`src/common/board_map_pkg.sv`:
```
// Purpose: shared constants and types for the board memory map and port decode
// Assumes: eight-bit cpu with a separate i/o space, one clock domain
// Notes: port numbers are the low seven address bits; bit 7 is not decoded
package board_map_pkg;

  // i/o ports
  localparam logic [6:0] PORT_DMA_BANK = 7'h14;
  localparam logic [6:0] PORT_FLOPPY_CTRL = 7'h16;
  localparam logic [6:0] PORT_MAP_SELECT = 7'h17;
  localparam logic [6:0] PORT_BUS_DATA = 7'h19;
  localparam logic [6:0] PORT_DMA_CTRL = 7'h1a;
  localparam logic [6:0] PORT_SERIAL_LO = 7'h00;
  localparam logic [6:0] PORT_PARALLEL_LO = 7'h04;
  localparam logic [6:0] PORT_TIMER_LO = 7'h08;
  localparam logic [6:0] PORT_FLOPPY_LO = 7'h10;
  localparam logic [6:0] PORT_GROUP_MASK = 7'h7c;
  localparam logic [6:0] PORT_EXT_LO = 7'h20;
  localparam logic [6:0] PORT_EXT_HI = 7'h7f;

  // dma bank and device select fields
  localparam int DMA_DEVICE_BIT = 1;
  localparam int DMA_SRC_BANK_BIT = 4;
  localparam int DMA_DST_BANK_BIT = 6;
  localparam logic [7:0] DMA_BANK_RESET = 8'h00;

  // cpu memory map select fields
  localparam int MAP_BANK_BIT = 0;
  localparam int MAP_OVERLAY_BIT = 4;
  localparam logic [7:0] MAP_SELECT_RESET = 8'h00;

  // logical and physical segments
  localparam logic [1:0] SEG_OVERLAY = 2'h2;
  localparam logic [1:0] SEG_COMMON = 2'h3;
  localparam logic COMMON_BANK = 1'b0;
  localparam logic OVERLAY_BANK = 1'b1;
  localparam logic [1:0] OVERLAY_PHYS_SEG = 2'h3;

  // boot memory
  localparam logic [15:0] BOOT_ROM_BYTES = 16'h0020;
  localparam int BOOT_SWITCH_BIT = 3;

  // interrupt chain order, highest first
  localparam int IRQ_DMA = 0;
  localparam int IRQ_SERIAL = 1;
  localparam int IRQ_PARALLEL = 2;
  localparam int IRQ_TIMER = 3;
  localparam int IRQ_DEVICES = 4;

  typedef enum logic [1:0] {
    BOOT_PENDING = 2'b00,
    BOOT_FROM_ROM = 2'b01,
    BOOT_FROM_EPROM = 2'b10,
    BOOT_RAM_ONLY = 2'b11
  } boot_map_t;

endpackage

```
`src/rtl/board_glue.sv`:
```
// Purpose: ram bank steering, cpu memory mapper, boot memory map, port decode,
//          interrupt and bus-request priority chains
// Assumes: all inputs but the asynchronous rst_b_i synchronous to clk_i; strobes active high
// Notes: every output is registered, so selects lag the bus by one clock

module board_glue #(
  parameter logic [15:0] EPROM_BYTES = 16'h4000
) (
  input wire logic clk_i,
  input wire logic rst_b_i,
  // cpu bus
  input wire logic [15:0] cpu_addr_i,
  input wire logic [7:0] cpu_data_i,
  input wire logic cpu_mreq_i,
  input wire logic cpu_iorq_i,
  input wire logic cpu_rd_i,
  input wire logic cpu_wr_i,
  input wire logic cpu_m1_i,
  // on-board dma, owning the bus while bus_ack_i is high
  input wire logic bus_ack_i,
  input wire logic [15:0] dma_addr_i,
  input wire logic dma_mreq_i,
  input wire logic dma_rd_i,
  input wire logic dma_wr_i,
  input wire logic dma_bao_i,
  // straps
  input wire logic [7:0] boot_select_switch_bank_i,
  // interrupt chain, ordered dma, serial, parallel, timer
  input wire logic [3:0] dev_ieo_i,
  output logic [3:0] dev_iei_o,
  output logic ext_iei_o,
  output logic bus_grant_priority_out_o,
  // ram and boot memories
  output logic [16:0] ram_addr_o,
  output logic ram_rd_o,
  output logic ram_wr_o,
  output logic rom_sel_o,
  output logic eprom_sel_o,
  // port selects
  output logic serial_sel_o,
  output logic parallel_sel_o,
  output logic timer_sel_o,
  output logic floppy_sel_o,
  output logic floppy_ctrl_sel_o,
  output logic bus_data_sel_o,
  output logic dma_ctrl_sel_o,
  output logic ext_io_sel_o,
  // dma device routing: 0 floppy, 1 bus port
  output logic dma_to_bus_port_o,
  output logic boot_mapped_o
);

  // ---- decode helpers ----

  function automatic logic port_is(input logic [15:0] addr,
                                   input logic [6:0] port);
    port_is = (addr[6:0] == port);
  endfunction

  function automatic logic group_is(input logic [15:0] addr,
                                    input logic [6:0] base);
    group_is = ((addr[6:0] & board_map_pkg::PORT_GROUP_MASK) == base);
  endfunction

  // ---- bus cycle qualifiers ----

  logic io_cycle;
  logic io_write;
  logic cpu_mem;

  // an i/o request together with m1 is an interrupt acknowledge, not a port cycle
  assign io_cycle = cpu_iorq_i & ~cpu_m1_i & (cpu_rd_i | cpu_wr_i) & ~bus_ack_i;
  assign io_write = io_cycle & cpu_wr_i;
  assign cpu_mem = cpu_mreq_i & (cpu_rd_i | cpu_wr_i) & ~bus_ack_i;

  // ---- write-only registers ----

  logic [7:0] dma_bank;
  logic [7:0] map_select;
  logic bank_write;
  logic map_write;

  // bit 7 of the port is not decoded, so 94 and 97 alias these two registers
  assign bank_write = io_write & port_is(cpu_addr_i, board_map_pkg::PORT_DMA_BANK);
  assign map_write = io_write & port_is(cpu_addr_i, board_map_pkg::PORT_MAP_SELECT);

  // no read path: software must keep its own copy of both registers
  always_ff @(posedge clk_i or negedge rst_b_i) begin
    if (!rst_b_i) begin
      dma_bank <= board_map_pkg::DMA_BANK_RESET;
    end else if (bank_write) begin
      dma_bank <= cpu_data_i;
    end
  end

  always_ff @(posedge clk_i or negedge rst_b_i) begin
    if (!rst_b_i) begin
      map_select <= board_map_pkg::MAP_SELECT_RESET;
    end else if (map_write) begin
      map_select <= cpu_data_i;
    end
  end

  logic src_bank;
  logic dst_bank;
  logic map_bank;
  logic map_overlay;

  // only these bits and the device bit steer anything; the rest are stored and ignored
  assign src_bank = dma_bank[board_map_pkg::DMA_SRC_BANK_BIT];
  assign dst_bank = dma_bank[board_map_pkg::DMA_DST_BANK_BIT];
  assign map_bank = map_select[board_map_pkg::MAP_BANK_BIT];
  assign map_overlay = map_select[board_map_pkg::MAP_OVERLAY_BIT];

  always_ff @(posedge clk_i or negedge rst_b_i) begin
    if (!rst_b_i) begin
      dma_to_bus_port_o <= 1'b0;
    end else begin
      dma_to_bus_port_o <= dma_bank[board_map_pkg::DMA_DEVICE_BIT];
    end
  end

  // ---- boot memory mapping ----

  board_map_pkg::boot_map_t boot_state;
  board_map_pkg::boot_map_t next_boot_state;
  logic dma_port_touched;
  logic eprom_strap;

  assign dma_port_touched = io_cycle & port_is(cpu_addr_i, board_map_pkg::PORT_DMA_CTRL);
  assign eprom_strap = boot_select_switch_bank_i[board_map_pkg::BOOT_SWITCH_BIT];

  // the strap is taken on the first clock after reset release, not by the reset
  always_comb begin
    next_boot_state = boot_state;
    case (boot_state)
      board_map_pkg::BOOT_PENDING: begin
        if (dma_port_touched) begin
          next_boot_state = board_map_pkg::BOOT_RAM_ONLY;
        end else if (eprom_strap) begin
          next_boot_state = board_map_pkg::BOOT_FROM_EPROM;
        end else begin
          next_boot_state = board_map_pkg::BOOT_FROM_ROM;
        end
      end
      board_map_pkg::BOOT_FROM_ROM: begin
        if (dma_port_touched) begin
          next_boot_state = board_map_pkg::BOOT_RAM_ONLY;
        end
      end
      board_map_pkg::BOOT_FROM_EPROM: begin
        if (dma_port_touched) begin
          next_boot_state = board_map_pkg::BOOT_RAM_ONLY;
        end
      end
      default: begin
        next_boot_state = board_map_pkg::BOOT_RAM_ONLY;
      end
    endcase
  end

  always_ff @(posedge clk_i or negedge rst_b_i) begin
    if (!rst_b_i) begin
      boot_state <= board_map_pkg::BOOT_PENDING;
    end else begin
      boot_state <= next_boot_state;
    end
  end

  logic rom_mapped;
  logic eprom_mapped;

  // in the pending cycle the strap is read live so a very early fetch still lands
  assign rom_mapped = (boot_state == board_map_pkg::BOOT_FROM_ROM) ||
                      ((boot_state == board_map_pkg::BOOT_PENDING) && !eprom_strap);
  assign eprom_mapped = (boot_state == board_map_pkg::BOOT_FROM_EPROM) ||
                        ((boot_state == board_map_pkg::BOOT_PENDING) && eprom_strap);

  logic rom_read;
  logic eprom_read;

  // only reads are claimed; a write to the boot range falls through to ram
  assign rom_read = rom_mapped & cpu_mem & cpu_rd_i &
                    (cpu_addr_i < board_map_pkg::BOOT_ROM_BYTES);
  assign eprom_read = eprom_mapped & cpu_mem & cpu_rd_i &
                      (cpu_addr_i < EPROM_BYTES);

  always_ff @(posedge clk_i or negedge rst_b_i) begin
    if (!rst_b_i) begin
      rom_sel_o <= 1'b0;
      eprom_sel_o <= 1'b0;
      boot_mapped_o <= 1'b1;
    end else begin
      rom_sel_o <= rom_read;
      eprom_sel_o <= eprom_read;
      boot_mapped_o <= (next_boot_state != board_map_pkg::BOOT_RAM_ONLY);
    end
  end

  // ---- cpu address mapping ----

  logic [1:0] cpu_seg;
  logic cpu_bank;
  logic [1:0] cpu_phys_seg;

  assign cpu_seg = cpu_addr_i[15:14];

  always_comb begin
    cpu_bank = map_bank;
    cpu_phys_seg = cpu_seg;
    if (cpu_seg == board_map_pkg::SEG_COMMON) begin
      cpu_bank = board_map_pkg::COMMON_BANK;
    end else if (map_overlay && cpu_seg == board_map_pkg::SEG_OVERLAY) begin
      cpu_bank = board_map_pkg::OVERLAY_BANK;
      cpu_phys_seg = board_map_pkg::OVERLAY_PHYS_SEG;
    end
  end

  // ---- dma address mapping ----

  logic dma_mem;
  logic dma_bank_sel;

  // a dma read fetches from the source, a write lands in the destination;
  // equal fields make i/o transfers use one bank either way
  assign dma_mem = bus_ack_i & dma_mreq_i & (dma_rd_i | dma_wr_i);
  assign dma_bank_sel = dma_rd_i ? src_bank : dst_bank;

  // ---- ram port ----

  // the dma path never reads map_select, so remapping cannot disturb a transfer
  always_ff @(posedge clk_i or negedge rst_b_i) begin
    if (!rst_b_i) begin
      ram_addr_o <= 17'h00000;
      ram_rd_o <= 1'b0;
      ram_wr_o <= 1'b0;
    end else if (dma_mem) begin
      ram_addr_o <= {dma_bank_sel, dma_addr_i};
      ram_rd_o <= dma_rd_i;
      ram_wr_o <= dma_wr_i;
    end else begin
      ram_addr_o <= {cpu_bank, cpu_phys_seg, cpu_addr_i[13:0]};
      ram_rd_o <= cpu_mem & cpu_rd_i & ~rom_read & ~eprom_read;
      ram_wr_o <= cpu_mem & cpu_wr_i;
    end
  end

  // ---- port selects ----

  logic ext_range;

  assign ext_range = (cpu_addr_i[6:0] >= board_map_pkg::PORT_EXT_LO) &&
                     (cpu_addr_i[6:0] <= board_map_pkg::PORT_EXT_HI);

  always_ff @(posedge clk_i or negedge rst_b_i) begin
    if (!rst_b_i) begin
      serial_sel_o <= 1'b0;
      parallel_sel_o <= 1'b0;
      timer_sel_o <= 1'b0;
      floppy_sel_o <= 1'b0;
    end else begin
      serial_sel_o <= io_cycle & group_is(cpu_addr_i, board_map_pkg::PORT_SERIAL_LO);
      parallel_sel_o <= io_cycle & group_is(cpu_addr_i, board_map_pkg::PORT_PARALLEL_LO);
      timer_sel_o <= io_cycle & group_is(cpu_addr_i, board_map_pkg::PORT_TIMER_LO);
      floppy_sel_o <= io_cycle & group_is(cpu_addr_i, board_map_pkg::PORT_FLOPPY_LO);
    end
  end

  always_ff @(posedge clk_i or negedge rst_b_i) begin
    if (!rst_b_i) begin
      floppy_ctrl_sel_o <= 1'b0;
      bus_data_sel_o <= 1'b0;
      dma_ctrl_sel_o <= 1'b0;
      ext_io_sel_o <= 1'b0;
    end else begin
      floppy_ctrl_sel_o <= io_cycle & port_is(cpu_addr_i, board_map_pkg::PORT_FLOPPY_CTRL);
      bus_data_sel_o <= io_cycle & port_is(cpu_addr_i, board_map_pkg::PORT_BUS_DATA);
      dma_ctrl_sel_o <= dma_port_touched;
      // the upper port space is handed out whole; no on-board device answers there
      ext_io_sel_o <= io_cycle & ext_range;
    end
  end

  // ---- priority chains ----

  logic [3:0] chain_iei;
  logic chain_end;

  irq_lookahead_chain #(
    .N(board_map_pkg::IRQ_DEVICES)
  ) u_irq_chain (
    .chain_top_i(1'b1),
    .dev_ieo_i(dev_ieo_i),
    .dev_iei_o(chain_iei),
    .chain_end_o(chain_end)
  );

  // a registered chain adds one clock of settle; slow cpu cycles hide it
  always_ff @(posedge clk_i or negedge rst_b_i) begin
    if (!rst_b_i) begin
      dev_iei_o <= 4'h0;
      ext_iei_o <= 1'b0;
    end else begin
      dev_iei_o <= chain_iei;
      ext_iei_o <= chain_end;
    end
  end

  always_ff @(posedge clk_i or negedge rst_b_i) begin
    if (!rst_b_i) begin
      bus_grant_priority_out_o <= 1'b0;
    end else begin
      bus_grant_priority_out_o <= dma_bao_i;
    end
  end

endmodule

```
`src/rtl/irq_lookahead_chain.sv`:
```
// Purpose: look-ahead enable chain for the interrupt priority daisy chain
// Assumes: position 0 is the highest priority; ieo high lets lower ones through
// Notes: purely combinational; the caller registers the enables
module irq_lookahead_chain #(
  parameter int N = 4
) (
  input wire logic chain_top_i,
  input wire logic [N-1:0] dev_ieo_i,
  output logic [N-1:0] dev_iei_o,
  output logic chain_end_o
);

  logic [N:0] enable;

  assign enable[0] = chain_top_i;

  // each enable is the and of every higher device, not a ripple through them
  for (genvar k = 0; k < N; k++) begin : g_stage
    assign enable[k+1] = enable[0] & (&dev_ieo_i[k:0]);
    assign dev_iei_o[k] = enable[k];
  end

  assign chain_end_o = enable[N];

endmodule

```
`config.mk`:
```
export PLATFORM = sky130hd
export DESIGN_NAME = board_glue
export DESIGN_NICKNAME = d
export VERILOG_FILES = /design/src/common/board_map_pkg.sv /design/src/rtl/board_glue.sv /design/src/rtl/irq_lookahead_chain.sv
export SDC_FILE = /design/constraint.sdc
export NUM_CORES = 1
export LEC_CHECK = 0
export ABC_CLOCK_PERIOD_IN_PS = 3800
export BUFFER_PORTS_ARGS = -buffer_cell sky130_fd_sc_hd__buf_4
export CAP_MARGIN = 0
export CELL_PAD_IN_SITES_DETAIL_PLACEMENT = 1
export CELL_PAD_IN_SITES_GLOBAL_PLACEMENT = 2
export CORE_MARGIN = 2
export CORE_UTILIZATION = 28
export DETAILED_ROUTE_END_ITERATION = 8
export PLACE_DENSITY = 0.95
export SLEW_MARGIN = 10
export SYNTH_ARGS = -nofsm -noshare
export SYNTH_HDL_FRONTEND = slang
export SYNTH_SLANG_ARGS = --single-unit
export TNS_END_PERCENT = 30
```
`constraint.sdc`:
```
create_clock -name clk_i -period 3.8 [get_ports clk_i]
set_input_delay 0.76 -clock clk_i [delete_from_list [all_inputs] [get_ports clk_i]]
set_output_delay 0.76 -clock clk_i [all_outputs]
set_load 0.005 [all_outputs]
```
---- After elaboration in Yosys (flattened, before gate mapping) ----
Index checks and enable logic that the tools add are counted.
storage, ports and cells
  register bits after elaboration ......... 51
  input bits .............................. 64
  output and inout bits ................... 37
cells by class
  order comparisons ....................... 4
  equal/unequal tests ..................... 13
  multiplexer cells ....................... 12
  bitwise operators ....................... 34
  reduce and logical (&&, ||, !) cells .... 13
operator list
  kind                    number
  $eq A7 B5 Y1 const B    5
  $and A1 B1 Y1           28
  $mux W17                1
  $lt A16 B15 Y1 const B  1
  $lt A16 B6 Y1 const B   1
  $mux W2                 5
  $ge A7 B6 Y1 const B    1
  $le A7 B7 Y1 const B    1
  $logic_not A7 Y1        1
  $eq A2 B2 Y1 const B    3
  $eq A5 B1 Y1 const B    1
  $eq A5 B2 Y1 const B    1
  $eq A5 B3 Y1 const B    1
  $mux W1                 5
  $logic_and A1 B1 Y1     4
  $not A1 Y1              4
  $pmux W2 S2             1
  $reduce_and A4 Y1       1
  $reduce_and A3 Y1       1
  $eq A2 B1 Y1 const B    1
  $logic_not A2 Y1        1
  $logic_or A1 B1 Y1      2
  $ne A2 B2 Y1 const B    1
  $or A1 B1 Y1            2
  3 further kinds         3

---- Longest topological paths before layout ----
Gate-level depths: netlist of the first run.
  depth after elaboration ................. 10
  depth in mapped cells ................... 6

---- Modules after synthesis ----
Synthesis of the first run repeated with hierarchy kept, for this count alone.
second synthesis, totals
  cell total of the unflattened synthesis .. 137
  area, all modules ....................... 1836.8 µm²
by module, submodules not included
  module               times used  cells an instance  area each (µm²)  sequential area each (µm²)
  board_glue           1           132                1799.2           1102.3
  irq_lookahead_chain  1           5                  37.5             0.0

---- Worst setup path after synthesis of the first run ----
Ideal clock, no wire load.
  kind .................................... input port to flip-flop
  start point ............................. input port cpu_addr_i[5]
  end point ............................... register dma_bank[1]
  library setup time ...................... 0.125 ns
  data arrival time ....................... 1.886 ns
  data required time ...................... 3.675 ns
  slack ................................... 1.789 ns
  stages on the path ...................... 4
  buffers on the path ..................... 0
  cells stage by stage .................... nor3b_1 > nand3_1 > or4_4 > mux2_4
between the ends
  longest elaborated chain between the ends .. 2
ends and longest elaborated chain
  element               line              text
  from (decl)           board_glue.sv:12  input wire logic [15:0] cpu_addr_i,
  $eq A7 B5 Y1          board_glue.sv:57  port_is = (addr[6:0] == port);
  $and A1 B1 Y1         board_glue.sv:84  assign bank_write = io_write & port_is(cpu_addr_i, board_map_pkg::PORT_DMA_BANK);
  to (signal assigned)  board_glue.sv:90  dma_bank <= board_map_pkg::DMA_BANK_RESET;
  to (signal assigned)  board_glue.sv:92  dma_bank <= cpu_data_i;
  to (decl)             board_glue.sv:78  logic [7:0] dma_bank;
No other way between the ends.
A chain may end at the register's enable or synchronous reset.

---- Final worst setup path of the first run ----
  start point ............................. input port cpu_addr_i[5]
  end point ............................... register dma_bank[4]
Same word-level chain as after synthesis.

==> results.tsv, run 1 <==
stage	metric	value	unit
clock_network	post-CTS setup buffers	0	
final_layout	fin util	44.0	%
timing	max-slew violations	0	
detailed_routing	First DRT Iteration DRCs	30	
timing	Layout Skew	0.00962	ns
global_route	first-pass GRT wire length	7600	microns
floorplanning	Die Area	6980	sq um
timing	Sum Neg Setup Slack	0	ns
placement	number of port buffers	89	
yosys	post-synthesis sequential area ratio	62.2	%
final_layout	fraction of layout cells with a size suffix above 1	53.1	%
yosys	top cells by area, synth	dfrtp_1 61%, mux2_2 11%, ha_1 2.8%, mux2_4 2.5%, nand3b_1 2.1%	
yosys	EDFF count, synth	0	
detailed_routing	Pre-antenna DRT Iters	3	
timing	Finish-stage setup viols	0	
pwr	Worst VDD drop	174	uV
yosys	async set-or-reset flop fraction in the synthesized netlist	100	%
clock_network	Clk pin slew, worst setup/hold paths	0.09	ns
floorplanning	Initial Util	29.4	%
yosys	syn_nets	200	
clock_network	clock tree buffer depth	2	
detailed_routing	DR WL/cell	15.1	microns
critical_path	CP Class	input port to register	
yosys	synth cell count leaders	43 x dfrtp_1, 17 x mux2_2, 7 x nor2_1, 7 x o21ai_0	
placement	DP HPWL	3550	microns
global_route	initial antenna violation count	0	
yosys	ys flop type	dfrtp_1	
yosys	post-synthesis cell count	132	
clock_network	Hold Buf Count CTS	0	
yosys	synth warn	0	
timing	unrepaired setup endpoints after global routing	false	
clock_network	CTS tree	built	
yosys	flops & latches, synth	44	
floorplanning	Die Height	83.5	microns
timing	Final min period	1.95	ns
detailed_routing	via count	1398	
yosys	area leader, netlist	dfrtp_1	
detailed_routing	post-route ant nets	0	
clock_network	clk root buf	clkbuf_8	
yosys	post-synth top area share	60.7	%
global_route	gr ovfl total	0	
final_layout	diode count	0	
min_path	HP Class	register to register	
global_route	GRT Overall Usage	13.8	%
floorplanning	Die Width	83.5	microns
clock_network	PostCTS Resize Cnt	0	
final_layout	fill count	675	
timing	final hold vios	0	
floorplanning	Ports	101	
final_layout	number of nets at the end of the flow	295	
clock_network	H-tree depth	2	
yosys	Mapped Area	1770	sq um
timing	Rel. slew slack	30.6	%
detailed_routing	DRC errors left	0	
clock_network	cts bufs inserted	5	
critical_path	worst path required time	3.99	ns
pwr	Pleak	1.31	nW
timing	Tcrit/Tclk final	51.2	%
yosys	Mapped Avg Cell Area	13.4	sq um
critical_path	crit end category	register	
critical_path	Worst Path Max Fanout	5	
floorplanning	Std-Cell Rows	28	
pwr	PwrDens	431	nW/um^2
floorplanning	core area	6030	sq um
global_route	number of global-route vias before repair	1515	
timing	fmax	0.514	GHz
placement	Placer Congestion	0.719	
detailed_routing	final WL	4580	microns
yosys	most numerous cell in the Yosys netlist	dfrtp_1	
clock_network	Clock Latency Late Sink	0.30	ns
clock_network	Sinks on Clock Net	44	
pwr	Tot Pwr	1.14	mW
final_layout	Syn-to-layout area delta	49.6	%
critical_path	CP Launch Type	input port	
critical_path	arrival time worst endpoint	2.13	ns
global_route	largest net degree at the start of global routing	45	
detailed_routing	drt via density	4.61	
run	max_cap viols	0	
yosys	Synth cell types	33	
timing	worst slew pin tran	1.04	ns
status	status	finished, final reports clean	
## layer usage
metal / track usage, % / up-vias / part of all wire, %
li1: - / 661 / -
met1: 16.8 / 674 / 41
met2: 23.2 / 58 / 51
met3: 5.04 / 5 / 7.9
met4: 3.52 / 0 / 0.79
met5: 0 / - / 0
## through the flow
step           hold WS, ns  setup slack (ns)  std cells  area (sq um)
6_report             0.389              1.85        303          2650
5_1_grt              0.411              1.75        303          2650
4_1_cts              0.395              1.83        303          2650
3_5_place_dp         0.372              1.51        295          2530
3_3_place_gp         0.365              1.51        295          2530
2_1_floorplan        0.354              1.79        132          1770
## sequential cells by signal, summed over array words and instances (netlist names)
name	flops
boot_mapped_o	1
ram_addr_o	17
serial_sel_o	1
bus_data_sel_o	1
dma_to_bus_port_o	1
ram_wr_o	1
ram_rd_o	1
floppy_ctrl_sel_o	1
dma_bank	3
dev_iei_o	4
eprom_sel_o	1
dma_ctrl_sel_o	1
floppy_sel_o	1
rom_sel_o	1
parallel_sel_o	1
timer_sel_o	1
boot_state	2
ext_iei_o	1
ext_io_sel_o	1
bus_grant_priority_out_o	1
map_select	2
## cell usage in the layout (no fill, tap or decap), types with 3 or more instances in the layout
cell and instances:
ha_1 4, nor4_1 3, clkbuf_8 6, mux2_4 3
nand2_1 4, inv_1 3, nand3b_1 5, dfrtp_1 43
o21ai_0 7, nand3_1 4, buf_4 89, a21oi_1 5
nor3_1 4, nor2_1 7, mux2_2 17
## path summary, 6_finish.rpt
path | from | end | slack [ns] | depth (start not counted)
worst max-delay path | cpu_addr_i[5] | dma_bank[4] | 1.85 | 5
worst min-delay path | dma_bank[1] | dma_to_bus_port_o | 0.39 | 0
worst max register to register | boot_state[0] | boot_mapped_o | 2.23 | 6
worst min register to register | dma_bank[1] | dma_to_bus_port_o | 0.39 | 0
max in group asynchronous | rst_b_i | boot_mapped_o | 2.96 | 1
min in group asynchronous | rst_b_i | ram_addr_o[15] | 0.45 | 1
## worst max-delay path, stage by stage
cell	delay, ns
buf_4	0.13
nor3b_1	0.32
nand3_1	0.13
or4_4	0.47
mux2_4	0.31
## area by class of cell
cell class	instances	area (sq um)	area share, %
flip-flops and latches	44	1100	41.6
repair buffers	89	668	25.2
multi-input cells	84	653	24.6
well taps	75	93.8	3.54
clock buffers	6	82.6	3.12
clock inverters	2	38.8	1.46
inverters	3	11.3	0.425
## cell families (layout without fill, tap and decap cells)
group / after synthesis / after routing / synth area share [%]
buffers and inverters: 4 / 100 / 0.918
adder cells (fa/ha/maj): 4 / 4 / 2.82
flip-flops: 44 / 44 / 62.2
AND/OR/NAND/NOR: 41 / 41 / 13.8
multiplexers: 21 / 21 / 13.9
AO/OA/AOI/OAI: 17 / 17 / 6.14
other: 1 / 1 / 0.212
## where the power goes
| part | switching [mW] | internal [mW] | total (mW) |
|---|---|---|---|
| logic | 0.104 | 0.124 | 0.228 |
| registers | 0.0246 | 0.508 | 0.533 |
| clock network | 0.167 | 0.215 | 0.382 |
| total | 0.296 | 0.847 | 1.14 |
Note: power is estimated with default switching activity, not from simulation.
==> run 2, diff against run 1 <==
--- a/config.mk
+++ b/config.mk
@@ -5,15 +5,15 @@
 export SDC_FILE = /design/constraint.sdc
 export NUM_CORES = 1
 export LEC_CHECK = 0
-export ABC_CLOCK_PERIOD_IN_PS = 3800
+export ABC_CLOCK_PERIOD_IN_PS = 1830
 export BUFFER_PORTS_ARGS = -buffer_cell sky130_fd_sc_hd__buf_4
 export CAP_MARGIN = 0
 export CELL_PAD_IN_SITES_DETAIL_PLACEMENT = 1
 export CELL_PAD_IN_SITES_GLOBAL_PLACEMENT = 2
 export CORE_MARGIN = 2
-export CORE_UTILIZATION = 28
+export CORE_UTILIZATION = 26
 export DETAILED_ROUTE_END_ITERATION = 8
-export PLACE_DENSITY = 0.95
+export PLACE_DENSITY = 0.91
 export SLEW_MARGIN = 10
 export SYNTH_ARGS = -nofsm -noshare
 export SYNTH_HDL_FRONTEND = slang
==> constraint.sdc (replaced) <==
create_clock -name clk_i -period 1.83 [get_ports clk_i]
set_input_delay 0.366 -clock clk_i [delete_from_list [all_inputs] [get_ports clk_i]]
set_output_delay 0.366 -clock clk_i [all_outputs]
set_load 0.005 [all_outputs]
==> run 2 against run 1 <==
Flip-flop and latch count stayed put. Largest cell class unchanged. Power is 110% higher. Cell count is 4.0% higher.
==> results.tsv, run 2 (synthesized netlist as in run 1, its figures left out) <==
stage	metric	value	unit	change
timing	fmax	0.639	GHz	
global_route	largest net degree at the start of global routing	45		unchanged
critical_path	slowest cell delay on critical path	0.44	ns	-0.03 ns
final_layout	commonest cells after routing, fill and taps aside	96 x buf_4, 43 x dfrtp_1, 17 x mux2_2		
placement	Area after DPL	2590	sq um	+2.3%
final_layout	most common cell after layout, fill and taps aside	buf_4		
timing	worst slew pin tran	0.567	ns	-0.471 ns
timing	Final min period	1.56	ns	
pwr	Worst VDD drop	272	uV	+56%
timing	Sum Neg Setup Slack	0	ns	unchanged
clock_network	H-tree depth	2		unchanged
timing	Rel. slew slack	62.2	%	+32 points
final_layout	Syn-to-layout area delta	52.9	%	
critical_path	Largest delay share family, worst path	flip-flops		
critical_path	CP max-delay cell	dfrtp_1		
global_route	gr ovfl total	0		unchanged
run	max_cap viols	0		unchanged
detailed_routing	drt via density	4.64		+0.53%
detailed_routing	DRC errors left	0		unchanged
floorplanning	Std-Cell Rows	30		+7.1%
min_path	HP Class	input port to asynchronous set/reset pin		
timing	Tcrit/Tclk final	85.5	%	
critical_path	arrival time worst endpoint	1.76	ns	-0.37 ns
critical_path	CP Class	register to register		
pwr	Tot Pwr	2.38	mW	+110%
clock_network	post-CTS setup buffers	0		unchanged
floorplanning	Die Height	86.6	microns	+3.6%
timing	final hold vios	0		unchanged
floorplanning	core area	6680	sq um	+11%
clock_network	CTS tree	built		
floorplanning	Die Area	7490	sq um	+7.3%
global_route	initial antenna violation count	0		unchanged
pwr	PwrDens	879	nW/um^2	+100%
status	status	finished, final reports clean		
critical_path	CP Launch Type	register		
detailed_routing	First DRT Iteration DRCs	11		-63%
detailed_routing	final WL	4640	microns	+1.2%
detailed_routing	Pre-antenna DRT Iters	3		unchanged
final_layout	biggest regs	ram_addr_o (17), dev_iei_o (4), dma_bank (3)		
placement	DP HPWL	3630	microns	+2.3%
timing	Layout Skew	0.0131	ns	+0.00350 ns
final_layout	Largest register FFs	17		unchanged
pwr	Pleak	1.35	nW	+2.6%
floorplanning	Ports	101		unchanged
placement	Placer Congestion	0.710		-1.3%
clock_network	clk root buf	clkbuf_8		
timing	unrepaired setup endpoints after global routing	false		
final_layout	Biggest register	ram_addr_o		
global_route	number of global-route vias before repair	1558		+2.8%
critical_path	CP bufs+invs	1		unchanged
detailed_routing	via count	1461		+4.5%
clock_network	PostCTS Resize Cnt	0		unchanged
timing	max-slew violations	0		unchanged
global_route	first-pass GRT wire length	7400	microns	-2.7%
final_layout	fill count	755		+12%
clock_network	Sinks on Clock Net	44		unchanged
final_layout	diode count	0		unchanged
critical_path	crit end category	register		
floorplanning	Initial Util	26.5	%	-2.9 points
clock_network	Clk pin slew, worst setup/hold paths	0.09	ns	about the same
floorplanning	Die Width	86.6	microns	+3.6%
detailed_routing	post-route ant nets	0		unchanged
final_layout	Design Area, Final	2710	sq um	+2.2%
critical_path	CP cell instances	inv_1 > ha_1 > nor2b_1 > o21ai_0 > nand3b_1 > a221oi_1		
timing	Finish-stage setup viols	0		unchanged
placement	number of port buffers	89		unchanged
critical_path	flop2flop setup slack	0.27	ns	-1.96 ns
clock_network	Clock Latency Late Sink	0.30	ns	about the same
critical_path	Worst Path Max Fanout	6		+1
clock_network	clock tree buffer depth	2		unchanged
final_layout	fin util	40.5	%	-3.4 points
critical_path	worst path required time	2.03	ns	-1.96 ns
clock_network	Hold Buf Count CTS	0		unchanged
global_route	GRT Overall Usage	12.8	%	-0.96 points
detailed_routing	DR WL/cell	14.7	microns	-2.6%
final_layout	number of nets at the end of the flow	302		+2.4%
final_layout	fraction of layout cells with a size suffix above 1	54.5	%	+1.4 points
clock_network	cts bufs inserted	5		unchanged
run 2: cell count changes in the layout (fill, tap and decap cells not counted):
cell   delta
buf_4     +7
run 2: layout make-up:
type / count / area [sq um] / area share (%)
clock buffers: 6 / 82.6 / 3.05
clock inverters: 2 / 38.8 / 1.43
inverters: 3 / 11.3 / 0.416
multi-input cells: 84 / 653 / 24.1
flip-flops and latches: 44 / 1100 / 40.7
well taps: 80 / 100 / 3.70
repair buffers: 96 / 721 / 26.6
run 2: metal layers:
layer	up-vias	track usage (%)	routed length (microns)
met5	-	0	0
met4	0	4.26	64
met3	5	5.24	434
met2	60	21.6	2270
met1	715	14.8	1870
li1	681	-	-
run 2: path summary, 6_finish.rpt:
check,cells past startpoint,to,startpoint
worst max-delay path,6,boot_mapped_o,boot_state[0]
worst min-delay path,1,ram_addr_o[0],rst_b_i
worst max register to register,6,boot_mapped_o,boot_state[0]
worst min register to register,0,dma_to_bus_port_o,dma_bank[1]
max in group asynchronous,1,boot_mapped_o,rst_b_i
min in group clk_i,1,bus_grant_priority_out_o,dma_bao_i
run 2: metrics by stage:
stage          hold slack (ns)  instances  setup WS, ns
2_1_floorplan           0.0704        132         0.213
3_3_place_gp             0.367        307        0.0195
3_5_place_dp             0.365        307       -0.0236
4_1_cts                 0.0672        315         0.250
5_1_grt                 0.0827        315        0.0789
6_report                0.0502        315         0.265
run 2: power by group:
| part | internal (mW) | total, mW | switching (mW) |
|---|---|---|---|
| clock network | 0.447 | 0.795 | 0.348 |
| registers | 1.06 | 1.10 | 0.0478 |
| logic | 0.266 | 0.483 | 0.217 |
| total | 1.77 | 2.38 | 0.614 |
run 2: worst reg2reg max path: cells and delay by family (launching register included):
kind,cells,cell delay (ns)
fa+ha+maj,1,0.26
buf+inv,1,0.09
flops,1,0.44
simple gates,2,0.27
compound gates,2,0.41
